--- config.mk ---
export PLATFORM = sky130hd
export DESIGN_NAME = port_compare_set_clear_unit
export DESIGN_NICKNAME = d
export VERILOG_FILES = /design/src/core/port_compare_set_clear_pkg.sv /design/src/core/port_compare_set_clear_unit.sv
export SDC_FILE = /design/constraint.sdc
export NUM_CORES = 1
export LEC_CHECK = 0
export BUFFER_PORTS_ARGS = -buffer_cell sky130_fd_sc_hd__buf_2
export CORE_ASPECT_RATIO = 0.6
export CORE_MARGIN = 1.5
export CORE_UTILIZATION = 38
export CTS_CLUSTER_DIAMETER = 200
export DETAILED_ROUTE_END_ITERATION = 8
export PLACE_DENSITY = 0.65
export SYNTH_ARGS = -nofsm -noshare
export SYNTH_HDL_FRONTEND = slang
export SYNTH_SLANG_ARGS = --single-unit
--- constraint.sdc ---
create_clock -name CLK_IN -period 3.05 [get_ports CLK_IN]
set_input_delay 0.61 -clock CLK_IN [delete_from_list [all_inputs] [get_ports CLK_IN]]
set_output_delay 0.61 -clock CLK_IN [all_outputs]
set_load 0.01 [all_outputs]
--- src/core/port_compare_set_clear_pkg.sv ---
// Constants for the port compare set/clear unit
package port_compare_set_clear_pkg;

    // Register addresses
    localparam logic [7:0] SET_VALUE_LOW_ADDR   = 8'hA1;
    localparam logic [7:0] SET_VALUE_HIGH_ADDR  = 8'hA2;
    localparam logic [7:0] CLR_VALUE_LOW_ADDR   = 8'hA3;
    localparam logic [7:0] CLR_VALUE_HIGH_ADDR  = 8'hA4;
    localparam logic [7:0] SET_PIN_MASK_ADDR    = 8'hA5;
    localparam logic [7:0] CLR_PIN_MASK_ADDR    = 8'hA6;
    localparam logic [7:0] CH4_ENABLE_ADDR      = 8'hC9;
    localparam logic [7:0] TIMER_CONTROL_ADDR   = 8'hE1;

    // Reset values and timer control write mask
    localparam logic [7:0] REG_RESET            = 8'h00;
    localparam logic [7:0] TIMER_CONTROL_RESET  = 8'h00;
    localparam logic [7:0] TIMER_CONTROL_MASK   = 8'hBF;

    // Channel-4 enable register fields
    localparam int EN_HIGH_BIT   = 7;
    localparam int COUNT_MSB     = 6;
    localparam int COUNT_LSB     = 4;
    localparam int EN_LOW_BIT    = 3;
    localparam int MODE_HIGH_BIT = 2;
    localparam int MODE_LOW_BIT  = 1;
    localparam int SUBMODE_BIT   = 0;

    // Timer control register fields
    localparam int PRESCALE_HIGH_BIT = 7;
    localparam int CLR_FLAG_BIT      = 5;
    localparam int SET_FLAG_BIT      = 4;

    // Channel-4 modes
    localparam logic [1:0] CH4_DISABLED      = 2'h0;
    localparam logic [1:0] CH4_CAPTURE_EDGE  = 2'h1;
    localparam logic [1:0] CH4_COMPARE       = 2'h2;
    localparam logic [1:0] CH4_CAPTURE_WRITE = 2'h3;

    // Port compare enable pairs (high, low)
    localparam logic [1:0] PORT_OFF          = 2'h0;
    localparam logic [1:0] PORT_CONCURRENT   = 2'h1;
    localparam logic [1:0] PORT_INT_ONLY     = 2'h2;
    localparam logic [1:0] PORT_MODE_TWO     = 2'h3;

    // Prescaler division counts minus one
    localparam logic [2:0] DIV_ONE_LAST   = 3'h0;
    localparam logic [2:0] DIV_TWO_LAST   = 3'h1;
    localparam logic [2:0] DIV_FOUR_LAST  = 3'h3;
    localparam logic [2:0] DIV_EIGHT_LAST = 3'h7;

endpackage

--- src/core/port_compare_set_clear_unit.sv ---
// Port compare unit with set/clear match registers and timer prescaler
// Notes on behaviour
// - Output count n enables compare outputs on port pins 0 through n.
// - Channel-4 mode: 00 off, 01 edge capture, 10 compare, 11 write capture.
// - Writing the low port enable bit also sets the channel-4 submode bit.
// - Submode bit clear gives compare mode 0, set gives compare mode 1.
// - Channel mode 10 with enables 01 gives concurrent compare on the port.
// - Enables 11 with channel mode 00 or 10 drive pins from set/clear matches.
// - Enables 10 give match flags only, no pins driven, any channel mode.
// - Enables 00 disable the port compare; channel 4 follows its mode bits.
// - Match, mask, enable registers reset to zero; timer control too.
// - Set and clear matches each have their own request output.
// - Timer match with a compare value sets its request flag when enabled.
// - While the match holds, neither acknowledge nor software clears the flag.
// - Acknowledge clears the flag once the match no longer holds.
// - Prescale bits select divide by 1, 2, 4 or 8.
// - The prescaler divides only in timer mode.
// - A set match drives high every enabled pin in the set mask.
// - A clear match drives low every enabled pin in the clear mask.
// - Simultaneous set and clear matches: set wins.
// - Both 16-bit compare values are always compared to the timer count.
`timescale 1ns/1ps
`default_nettype none

module port_compare_set_clear_unit
#(
    parameter int PORT_WIDTH = 8
)
(
    input  wire logic        CLK_IN,
    input  wire logic        SYS_RST_IN,
    input  wire logic [7:0]  REG_ADDR_IN,
    input  wire logic [7:0]  REG_WDATA_IN,
    input  wire logic        REG_WR_IN,
    input  wire logic        REG_RD_IN,
    output logic      [7:0]  REG_RDATA_OUT,
    input  wire logic [15:0] TIMER_COUNT_IN,
    input  wire logic        TIMER_CLOCK_TICK_IN,
    input  wire logic        TIMER_COUNTER_MODE_IN,
    input  wire logic        TIMER_PRESCALE_LOW_IN,
    output logic             TIMER_TICK_OUT,
    input  wire logic        CH4_COMPARE_LEVEL_IN,
    output logic      [1:0]  CH4_MODE_OUT,
    output logic             CH4_SUBMODE_OUT,
    input  wire logic        SET_ACK_IN,
    input  wire logic        CLR_ACK_IN,
    output logic             SET_REQUEST_OUT,
    output logic             CLR_REQUEST_OUT,
    output logic      [PORT_WIDTH-1:0] PORT_OUT,
    output logic      [PORT_WIDTH-1:0] PORT_OE_OUT
);

    // Pins 0 through n enabled
    function automatic logic [PORT_WIDTH-1:0] count_mask(input logic [2:0] n);
        logic [PORT_WIDTH-1:0] m;
        m = '0;
        for (int i = 0; i < PORT_WIDTH; i++)
        begin
            m[i] = (i <= int'(n));
        end
        return m;
    endfunction

    logic [7:0]  set_low_reg;
    logic [7:0]  set_high_reg;
    logic [7:0]  clr_low_reg;
    logic [7:0]  clr_high_reg;
    logic [7:0]  set_mask_reg;
    logic [7:0]  clr_mask_reg;
    logic [7:0]  ch4_enable_reg;
    logic [7:0]  ch4_enable_next;
    logic [7:0]  timer_control_reg;
    logic [7:0]  timer_control_next;
    logic [7:0]  rdata_reg;
    logic        set_match_prev_reg;
    logic        clr_match_prev_reg;
    logic [2:0]  prescale_count_reg;
    logic [2:0]  prescale_count_next;
    logic        tick_reg;
    logic [PORT_WIDTH-1:0] port_reg;
    logic [PORT_WIDTH-1:0] port_next;
    logic [PORT_WIDTH-1:0] oe_reg;
    logic [PORT_WIDTH-1:0] oe_next;

    wire        wr_set_low   = REG_WR_IN && (REG_ADDR_IN == port_compare_set_clear_pkg::SET_VALUE_LOW_ADDR);
    wire        wr_set_high  = REG_WR_IN && (REG_ADDR_IN == port_compare_set_clear_pkg::SET_VALUE_HIGH_ADDR);
    wire        wr_clr_low   = REG_WR_IN && (REG_ADDR_IN == port_compare_set_clear_pkg::CLR_VALUE_LOW_ADDR);
    wire        wr_clr_high  = REG_WR_IN && (REG_ADDR_IN == port_compare_set_clear_pkg::CLR_VALUE_HIGH_ADDR);
    wire        wr_set_mask  = REG_WR_IN && (REG_ADDR_IN == port_compare_set_clear_pkg::SET_PIN_MASK_ADDR);
    wire        wr_clr_mask  = REG_WR_IN && (REG_ADDR_IN == port_compare_set_clear_pkg::CLR_PIN_MASK_ADDR);
    wire        wr_ch4       = REG_WR_IN && (REG_ADDR_IN == port_compare_set_clear_pkg::CH4_ENABLE_ADDR);
    wire        wr_control   = REG_WR_IN && (REG_ADDR_IN == port_compare_set_clear_pkg::TIMER_CONTROL_ADDR);

    // Mode decoding
    wire [1:0]  ch4_mode     = {ch4_enable_reg[port_compare_set_clear_pkg::MODE_HIGH_BIT],
                                ch4_enable_reg[port_compare_set_clear_pkg::MODE_LOW_BIT]};
    wire [1:0]  port_enables = {ch4_enable_reg[port_compare_set_clear_pkg::EN_HIGH_BIT],
                                ch4_enable_reg[port_compare_set_clear_pkg::EN_LOW_BIT]};
    wire [2:0]  out_count    = ch4_enable_reg[port_compare_set_clear_pkg::COUNT_MSB:port_compare_set_clear_pkg::COUNT_LSB];
    wire [PORT_WIDTH-1:0] pin_enable = count_mask(out_count);
    // Concurrent compare needs compare mode at channel 4
    wire        concurrent   = (port_enables == port_compare_set_clear_pkg::PORT_CONCURRENT)
                            && (ch4_mode == port_compare_set_clear_pkg::CH4_COMPARE);
    // Reserved combinations fall through to disabled pins
    wire        mode_two_pins = (port_enables == port_compare_set_clear_pkg::PORT_MODE_TWO)
                            && ((ch4_mode == port_compare_set_clear_pkg::CH4_DISABLED)
                            || (ch4_mode == port_compare_set_clear_pkg::CH4_COMPARE));
    // Flags run whenever the high enable is set
    wire        flags_enabled = port_enables[1];

    // Match detection against timer count
    wire [15:0] set_value    = {set_high_reg, set_low_reg};
    wire [15:0] clr_value    = {clr_high_reg, clr_low_reg};
    wire        set_match    = (TIMER_COUNT_IN == set_value);
    wire        clr_match    = (TIMER_COUNT_IN == clr_value);
    wire        set_hit      = set_match && !set_match_prev_reg;
    wire        clr_hit      = clr_match && !clr_match_prev_reg;

    // Request flag clear requests
    wire        set_flag_clr = SET_ACK_IN
                            || (wr_control && !REG_WDATA_IN[port_compare_set_clear_pkg::SET_FLAG_BIT]);
    wire        clr_flag_clr = CLR_ACK_IN
                            || (wr_control && !REG_WDATA_IN[port_compare_set_clear_pkg::CLR_FLAG_BIT]);
    wire        set_flag_cur = timer_control_reg[port_compare_set_clear_pkg::SET_FLAG_BIT];
    wire        clr_flag_cur = timer_control_reg[port_compare_set_clear_pkg::CLR_FLAG_BIT];
    wire        set_flag_sw  = wr_control && REG_WDATA_IN[port_compare_set_clear_pkg::SET_FLAG_BIT];
    wire        clr_flag_sw  = wr_control && REG_WDATA_IN[port_compare_set_clear_pkg::CLR_FLAG_BIT];
    // Set wins; a live match blocks any clear
    wire        set_flag_next = (set_match && flags_enabled) || set_flag_sw
                            || (set_flag_cur && (!set_flag_clr || set_match));
    wire        clr_flag_next = (clr_match && flags_enabled) || clr_flag_sw
                            || (clr_flag_cur && (!clr_flag_clr || clr_match));

    // Effective pin masks in compare mode 2
    wire [PORT_WIDTH-1:0] set_pins = (set_hit ? set_mask_reg[PORT_WIDTH-1:0] : '0) & pin_enable;
    wire [PORT_WIDTH-1:0] clr_pins = (clr_hit ? clr_mask_reg[PORT_WIDTH-1:0] : '0) & pin_enable;

    // Prescaler selection
    wire [1:0]  prescale_sel = {timer_control_reg[port_compare_set_clear_pkg::PRESCALE_HIGH_BIT],
                                TIMER_PRESCALE_LOW_IN};
    wire [2:0]  prescale_last = (prescale_sel == 2'h0) ? port_compare_set_clear_pkg::DIV_ONE_LAST
                              : (prescale_sel == 2'h1) ? port_compare_set_clear_pkg::DIV_TWO_LAST
                              : (prescale_sel == 2'h2) ? port_compare_set_clear_pkg::DIV_FOUR_LAST
                              : port_compare_set_clear_pkg::DIV_EIGHT_LAST;
    wire        prescale_wrap = (prescale_count_reg >= prescale_last);
    // Counter mode passes events straight through
    wire        tick_next    = TIMER_CLOCK_TICK_IN
                            && (TIMER_COUNTER_MODE_IN || prescale_wrap);

    wire [7:0]  read_mux =
        (REG_ADDR_IN == port_compare_set_clear_pkg::SET_VALUE_LOW_ADDR)  ? set_low_reg :
        (REG_ADDR_IN == port_compare_set_clear_pkg::SET_VALUE_HIGH_ADDR) ? set_high_reg :
        (REG_ADDR_IN == port_compare_set_clear_pkg::CLR_VALUE_LOW_ADDR)  ? clr_low_reg :
        (REG_ADDR_IN == port_compare_set_clear_pkg::CLR_VALUE_HIGH_ADDR) ? clr_high_reg :
        (REG_ADDR_IN == port_compare_set_clear_pkg::SET_PIN_MASK_ADDR)   ? set_mask_reg :
        (REG_ADDR_IN == port_compare_set_clear_pkg::CLR_PIN_MASK_ADDR)   ? clr_mask_reg :
        (REG_ADDR_IN == port_compare_set_clear_pkg::CH4_ENABLE_ADDR)     ? ch4_enable_reg :
        (REG_ADDR_IN == port_compare_set_clear_pkg::TIMER_CONTROL_ADDR)  ? timer_control_reg :
        8'h00;

    always_comb
    begin
        ch4_enable_next = ch4_enable_reg;
        if (wr_ch4)
        begin
            ch4_enable_next = REG_WDATA_IN;
            if (REG_WDATA_IN[port_compare_set_clear_pkg::EN_LOW_BIT])
            begin
                ch4_enable_next[port_compare_set_clear_pkg::SUBMODE_BIT] = 1'b1;
            end
        end
    end

    always_comb
    begin
        timer_control_next = timer_control_reg;
        if (wr_control)
        begin
            timer_control_next = REG_WDATA_IN & port_compare_set_clear_pkg::TIMER_CONTROL_MASK;
        end
        timer_control_next[port_compare_set_clear_pkg::SET_FLAG_BIT] = set_flag_next;
        timer_control_next[port_compare_set_clear_pkg::CLR_FLAG_BIT] = clr_flag_next;
    end

    always_comb
    begin
        port_next = port_reg;
        oe_next   = '0;
        if (concurrent)
        begin
            oe_next   = pin_enable;
            port_next = (port_reg & ~pin_enable)
                      | ({PORT_WIDTH{CH4_COMPARE_LEVEL_IN}} & pin_enable);
        end
        else if (mode_two_pins)
        begin
            oe_next   = pin_enable;
            port_next = (port_reg & ~clr_pins) | set_pins;
        end
    end

    always_comb
    begin
        prescale_count_next = prescale_count_reg;
        if (TIMER_COUNTER_MODE_IN)
        begin
            prescale_count_next = 3'h0;
        end
        else if (TIMER_CLOCK_TICK_IN)
        begin
            prescale_count_next = prescale_wrap ? 3'h0 : prescale_count_reg + 3'h1;
        end
    end

    always_ff @(posedge CLK_IN)
    begin
        if (SYS_RST_IN)
        begin
            set_low_reg       <= port_compare_set_clear_pkg::REG_RESET;
            set_high_reg      <= port_compare_set_clear_pkg::REG_RESET;
            clr_low_reg       <= port_compare_set_clear_pkg::REG_RESET;
            clr_high_reg      <= port_compare_set_clear_pkg::REG_RESET;
            set_mask_reg      <= port_compare_set_clear_pkg::REG_RESET;
            clr_mask_reg      <= port_compare_set_clear_pkg::REG_RESET;
            ch4_enable_reg    <= port_compare_set_clear_pkg::REG_RESET;
            timer_control_reg <= port_compare_set_clear_pkg::TIMER_CONTROL_RESET;
        end
        else
        begin
            set_low_reg       <= wr_set_low  ? REG_WDATA_IN : set_low_reg;
            set_high_reg      <= wr_set_high ? REG_WDATA_IN : set_high_reg;
            clr_low_reg       <= wr_clr_low  ? REG_WDATA_IN : clr_low_reg;
            clr_high_reg      <= wr_clr_high ? REG_WDATA_IN : clr_high_reg;
            set_mask_reg      <= wr_set_mask ? REG_WDATA_IN : set_mask_reg;
            clr_mask_reg      <= wr_clr_mask ? REG_WDATA_IN : clr_mask_reg;
            ch4_enable_reg    <= ch4_enable_next;
            timer_control_reg <= timer_control_next;
        end
    end

    always_ff @(posedge CLK_IN)
    begin
        if (SYS_RST_IN)
        begin
            rdata_reg          <= 8'h00;
            set_match_prev_reg <= 1'b0;
            clr_match_prev_reg <= 1'b0;
            prescale_count_reg <= 3'h0;
            tick_reg           <= 1'b0;
            port_reg           <= '0;
            oe_reg             <= '0;
        end
        else
        begin
            rdata_reg          <= REG_RD_IN ? read_mux : 8'h00;
            set_match_prev_reg <= set_match;
            clr_match_prev_reg <= clr_match;
            prescale_count_reg <= prescale_count_next;
            tick_reg           <= tick_next;
            port_reg           <= port_next;
            oe_reg             <= oe_next;
        end
    end

    assign REG_RDATA_OUT   = rdata_reg;
    assign TIMER_TICK_OUT  = tick_reg;
    assign CH4_MODE_OUT    = ch4_mode;
    assign CH4_SUBMODE_OUT = ch4_enable_reg[port_compare_set_clear_pkg::SUBMODE_BIT];
    assign SET_REQUEST_OUT = set_flag_cur;
    assign CLR_REQUEST_OUT = clr_flag_cur;
    assign PORT_OUT        = port_reg;
    assign PORT_OE_OUT     = oe_reg;
endmodule

`default_nettype wire

Yosys cells after proc, flatten, opt, wreduce, memory -nomap -nowiden
Cells that the tools add are included.
- output and inout bits: 30
- latch bits: 0
- flip-flop bits (word level): 93
- ROM bits: 0
- bits in writable memories: 0
- logic and storage cells: 111
- memories: 0
- input port bits: 42
- div/mod/pow operators: 0
- equal/unequal tests: 15
- $mul: 0
- add/subtract/negate cells: 1
- bitwise operators: 10
- order comparisons: 8
- reductions and logical operators: 42
- shift operators: 0
- muxes and demuxes: 19
- operators by type and width (operator ; number):
    two-way mux 8 bit ; 14
    equality test 8 bit, second input constant ; 8
    AND 8 bit ; 5
    equality test 16 bit ; 2
    logical AND 1 bit ; 21
    NOT 8 bit ; 2
    OR 8 bit ; 2
    <= comparator 3 bit, first input constant ; 4
    two-way mux 3 bit ; 4
    logical OR 1 bit ; 10
    equality test 2 bit, second input constant ; 3
    <= comparator 2 x 3 -> 1 bit, first input constant ; 2
    logical NOT 1 bit ; 6
    equality test 2 x 1 -> 1 bit, second input constant ; 2
    logical NOT 2 bit ; 2
    OR reduction 2 bit ; 2
    adder 3 x 1 -> 3 bit, second input constant ; 1
    >= comparator 3 bit ; 1
    <= comparator 1 x 3 -> 1 bit, first input constant ; 1
    nonzero test 2 bit ; 1
    two-way mux 1 bit ; 1
    NOT 1 bit ; 1

Depth between registers and ports, before layout
- depth in word-level cells: 9
- mapped depth: 8

Worst setup path before layout
Ideal clock, no wire load.
- kind: input to register
- start: in TIMER_PRESCALE_LOW_IN
- end: reg prescale_count_reg[0]
- setup slack: 997 ps
- cell stages on the path: 7
- arrival: 1989 ps
- library setup time: 64 ps
- buffers on the path: 0
- path through: or2_2 > ha_1 > nand2b_1 > a21o_1 > a21o_1 > a211o_1 > nor2_1
- cells in the longest elaborated chain, start to end: 6
- elaborated cells on any way between the ends: 8
- those cells by class: order compare (1); eq/ne (2); mux (4); reduce/logical (1)
- RTL lines (element ; line ; text):
    start, declared ; port_compare_set_clear_unit.sv:40 ; input wire logic TIMER_PRESCALE_LOW_IN,
    equality test 2 bit ; port_compare_set_clear_unit.sv:143 ; : (prescale_sel == 2'h2) ? port_compare_set_clear_pkg::DIV_FOUR_LAST
    two-way mux 3 bit ; port_compare_set_clear_unit.sv:143 ;
    two-way mux 3 bit ; port_compare_set_clear_unit.sv:142 ; : (prescale_sel == 2'h1) ? port_compare_set_clear_pkg::DIV_TWO_LAST
    two-way mux 3 bit (*) ; port_compare_set_clear_unit.sv:141 ; wire [2:0] prescale_last = (prescale_sel == 2'h0) ? port_compare_set_clear_pkg::DIV_ONE_LAST
    >= comparator 3 bit (*) ; port_compare_set_clear_unit.sv:145 ; wire prescale_wrap = (prescale_count_reg >= prescale_last);
    two-way mux 3 bit (*) ; port_compare_set_clear_unit.sv:211 ; prescale_count_next = prescale_wrap ? 3'h0 : prescale_count_reg + 3'h1;
    end signal, assigned ; port_compare_set_clear_unit.sv:258 ; prescale_count_reg <= prescale_count_next;
    end, declared ; port_compare_set_clear_unit.sv:77 ; logic [2:0] prescale_count_reg;
Every way passes the cells marked *; elsewhere a longest branch is shown, timed or not.
A chain may end at the register's enable or synchronous reset.

Final worst setup path
- start: in REG_ADDR_IN[4]
- end: reg clr_high_reg[3]
- cells in the longest elaborated chain, start to end: 2
- RTL lines (element ; line ; text):
    start, declared ; port_compare_set_clear_unit.sv:32 ; input wire logic [7:0] REG_ADDR_IN,
    equality test 8 bit ; port_compare_set_clear_unit.sv:88 ; wire wr_clr_high = REG_WR_IN && (REG_ADDR_IN == port_compare_set_clear_pkg::CLR_VALUE_HIGH_ADDR);
    logical AND 1 bit ; port_compare_set_clear_unit.sv:88 ;
    end signal, assigned ; port_compare_set_clear_unit.sv:222 ; clr_high_reg <= port_compare_set_clear_pkg::REG_RESET;
    end signal, assigned ; port_compare_set_clear_unit.sv:233 ; clr_high_reg <= wr_clr_high ? REG_WDATA_IN : clr_high_reg;
    end, declared ; port_compare_set_clear_unit.sv:67 ; logic [7:0] clr_high_reg;
Every way passes these cells.

==> run summary <==
Outcome: complete, no violations
Count of vias placed by the detailed router: 4253
Type of the tightest min-delay check: reg2reg
Largest voltage drop on the vdd net: 0.2927 mV
Number of antenna diodes: 0
GR Overflow Total: 0
Via count of the first global-routing pass: 3946
Combined global-route utilization of all metal layers: 0.2296
Global-route wire length before repair: 22460 um
First drt pass iteration count: 5
Combinational family with the most area after synthesis: simple AND/OR/NAND/NOR gates
Required time reported for the critical path endpoint: 3.26 ns
Clock Latency Late Sink: 0.34 ns
CP Buf/Inv Count: 1
Layout Skew: 0.005033 ns
Placer congestion estimate: 0.9520
Root buffer selected by CTS: clkbuf_16
Post-CTS Setup Inserts: 0
Final worst-path cycle share: 0.7398
Final hold violation count: 0
Initial antenna violation count: 0
Overall routed net length: 14570 um
Synth Area in Adders: 0.01070
Crit-path max FO: 8
Core Rows: 31
Max Buffers Root-to-Sink: 2
Startpoint type of the worst setup path: input pin
Num Clock Sinks: 93
Family of cells with the greatest summed delay on the critical path: simple AND/OR/NAND/NOR gates
Starting density of the core: 0.3889
Vias/cell: 5.671
Worst path arrival time: 2.46 ns
Slew at the pin closest to its max-slew limit: 0.6997 ns
Number of buffers created by CTS: 9
Net Count, Synth: 578
Most frequent cells in the layout: dfxtp_1 (93), nor2_1 (75), buf_2 (71)
Area share of the largest cell type after synthesis: 0.3982
Netlist Area Pre-Place: 4676 um^2
Count of distinct cell types in the synthesized netlist: 53
Slew headroom: 0.5326
Share of cell area taken by muxes after synthesis: 0.1212
Leakage dissipation: 0.002179 uW
Worst slack, placed: 0.5332 ns
Core region area: 12020 um^2
Post-synth EDFFs: 0
Post-Syn Instances: 532
Remaining DRCs: 0
Post-synth ARST share: 0
Top cells by area in the synthesized netlist: dfxtp_1 (40%), mux2i_1 (11%), nor2_1 (6.0%), xnor2_1 (3.2%), xor2_1 (3.2%)
Final Max Tran Viols: 0
Antenna-violating nets left: 0
Total power divided by cell area: 476.9 nW/um^2
Die Height: 88.92 um
Setup Viol. Count Final: 0
Worst setup path class: in2reg
Num ports: 72
Final critical-path required period: 2.256 ns
Commonest non-fill, non-tap cell in the layout: dfxtp_1
Initial DRC count: 465
MaxCap Viol Count: 0
Total number of yosys warnings: 0
Synthesized area per cell: 8.789 um^2
Critical Path Slowest Stage Cell: and3_1
Cell Chain, Critical Path: buf_2 > nor3b_2 > and4_1 > and3_1 > mux2i_1 > nor2_1
Final Instance Area: 5426 um^2
Avg WL per Cell: 19.43 um
Number of H-tree levels: 3
TritonCTS clock tree: yes
Instance area after placement: 5111 um^2
TNS Setup: 0 ns
Total die area: 13000 um^2
Compound-Gate Fraction of Synth Area: 0.1477
Pin count of the biggest net entering global routing: 59
Horiz. Die Dim: 146.2 um
Largest incremental delay on the critical path: 0.52 ns
Share of cells above drive strength 1: 0.1915
Sequential area share after synthesis: 0.3982
Area Growth Syn to Fin: 16.06%
Xor and xnor fraction of the mapped netlist area: 0.06369
Fmax: 443.2 MHz
DP HPWL: 10780 um
Fraction of the mapped netlist area in simple logic gates: 0.2130
RSZ-0062 raised after global routing: no
Cell type with the highest aggregate area in the netlist: dfxtp_1
Number of register bits inferred by synthesis: 93
Synth Flop Type: dfxtp_1
Worst path setup slack after routing: 0.7936 ns
Clock-pin transition on the worst setup and hold timing paths: 0.06 ns
IO Port Bufs: 71
Count of hold-fix buffers inserted at cts: 0
Final-stage net count: 627
Endpoint class of the critical path: flop
Post-CTS sizing: 0
cell type report:
class                   count  area, um^2
well taps                 165       206.4
clock buffers              11       242.7
flip-flops and latches     93        1862
fillers                  1196        6598
inverters                   9       33.78
multi-input cells         390        2601
clock inverters             4       72.57
repair buffers             78       407.9
power by group:
group / total (uW) / internal [uW] / switching (uW) / leakage (uW)
Combinational: 170 / 58.2 / 112 / 0.00128
Sequential: 1220 / 1220 / 2.27 / 0.000749
Clock: 1200 / 735 / 464 / 0.000152
per-stage QoR:
stage	hold slack (ns)	cells	total power [uW]	util
after global placement	0.4402	735	1410	0.4251
final	0.4632	750	2588	0.4513
after CTS	0.4605	750	2610	0.4513
after floorplan	0.4323	532	1339	-
after global routing	0.4929	750	2671	0.4513
after detailed placement	0.4492	735	1412	0.4251
Yosys cell counts, types with 5 or more instances:
cell       n
mux2i_1   51
dfxtp_1   93
nor2_1    75
a31oi_1    6
clkbuf_1  26
and3_1     6
a22oi_1   12
nand2b_1  10
mux2_2     5
nand3_1   15
xnor2_1   17
o21ai_0   22
a41oi_1    7
nor4_1     9
inv_1      9
xor2_1    17
nand4_1    8
o22ai_1    6
a21oi_1   25
nor2b_1   14
o32ai_1    5
buf_2      5
nand2_1   33
worst paths after layout:
check	to	startpoint	slack, ns	cells past startpoint
worst max-delay path	clr_high_reg[3]	REG_ADDR_IN[4]	0.79	6
worst min-delay path	timer_control_reg[2]	timer_control_reg[2]	0.46	2
worst max register to register	PORT_OE_OUT[7]	ch4_enable_reg[1]	0.83	6
worst min register to register	timer_control_reg[2]	timer_control_reg[2]	0.46	2
tightest hold or removal path: stages (launching register included):
cell and delay (ns):
dfxtp_1 0.31, nand2_1 0.05, a21oi_1 0.05
metal layers:
metal / up-vias / routed length [um] / GRT usage
li1: 1974 / - / -
met1: 2006 / 6863 / 0.3329
met2: 251 / 5811 / 0.3352
met3: 22 / 1720 / 0.07041
met4: 0 / 176 / 0.04867
met5: - / 0 / 0
logic make-up after synthesis:
| group | Yosys count |
|---|---|
| buf+inv | 49 |
| compound gates | 102 |
| mux | 56 |
| simple gates | 194 |
| fa+ha+maj | 4 |
| xor+xnor | 34 |
| flops | 93 |
(Power assumes the default switching activity.)
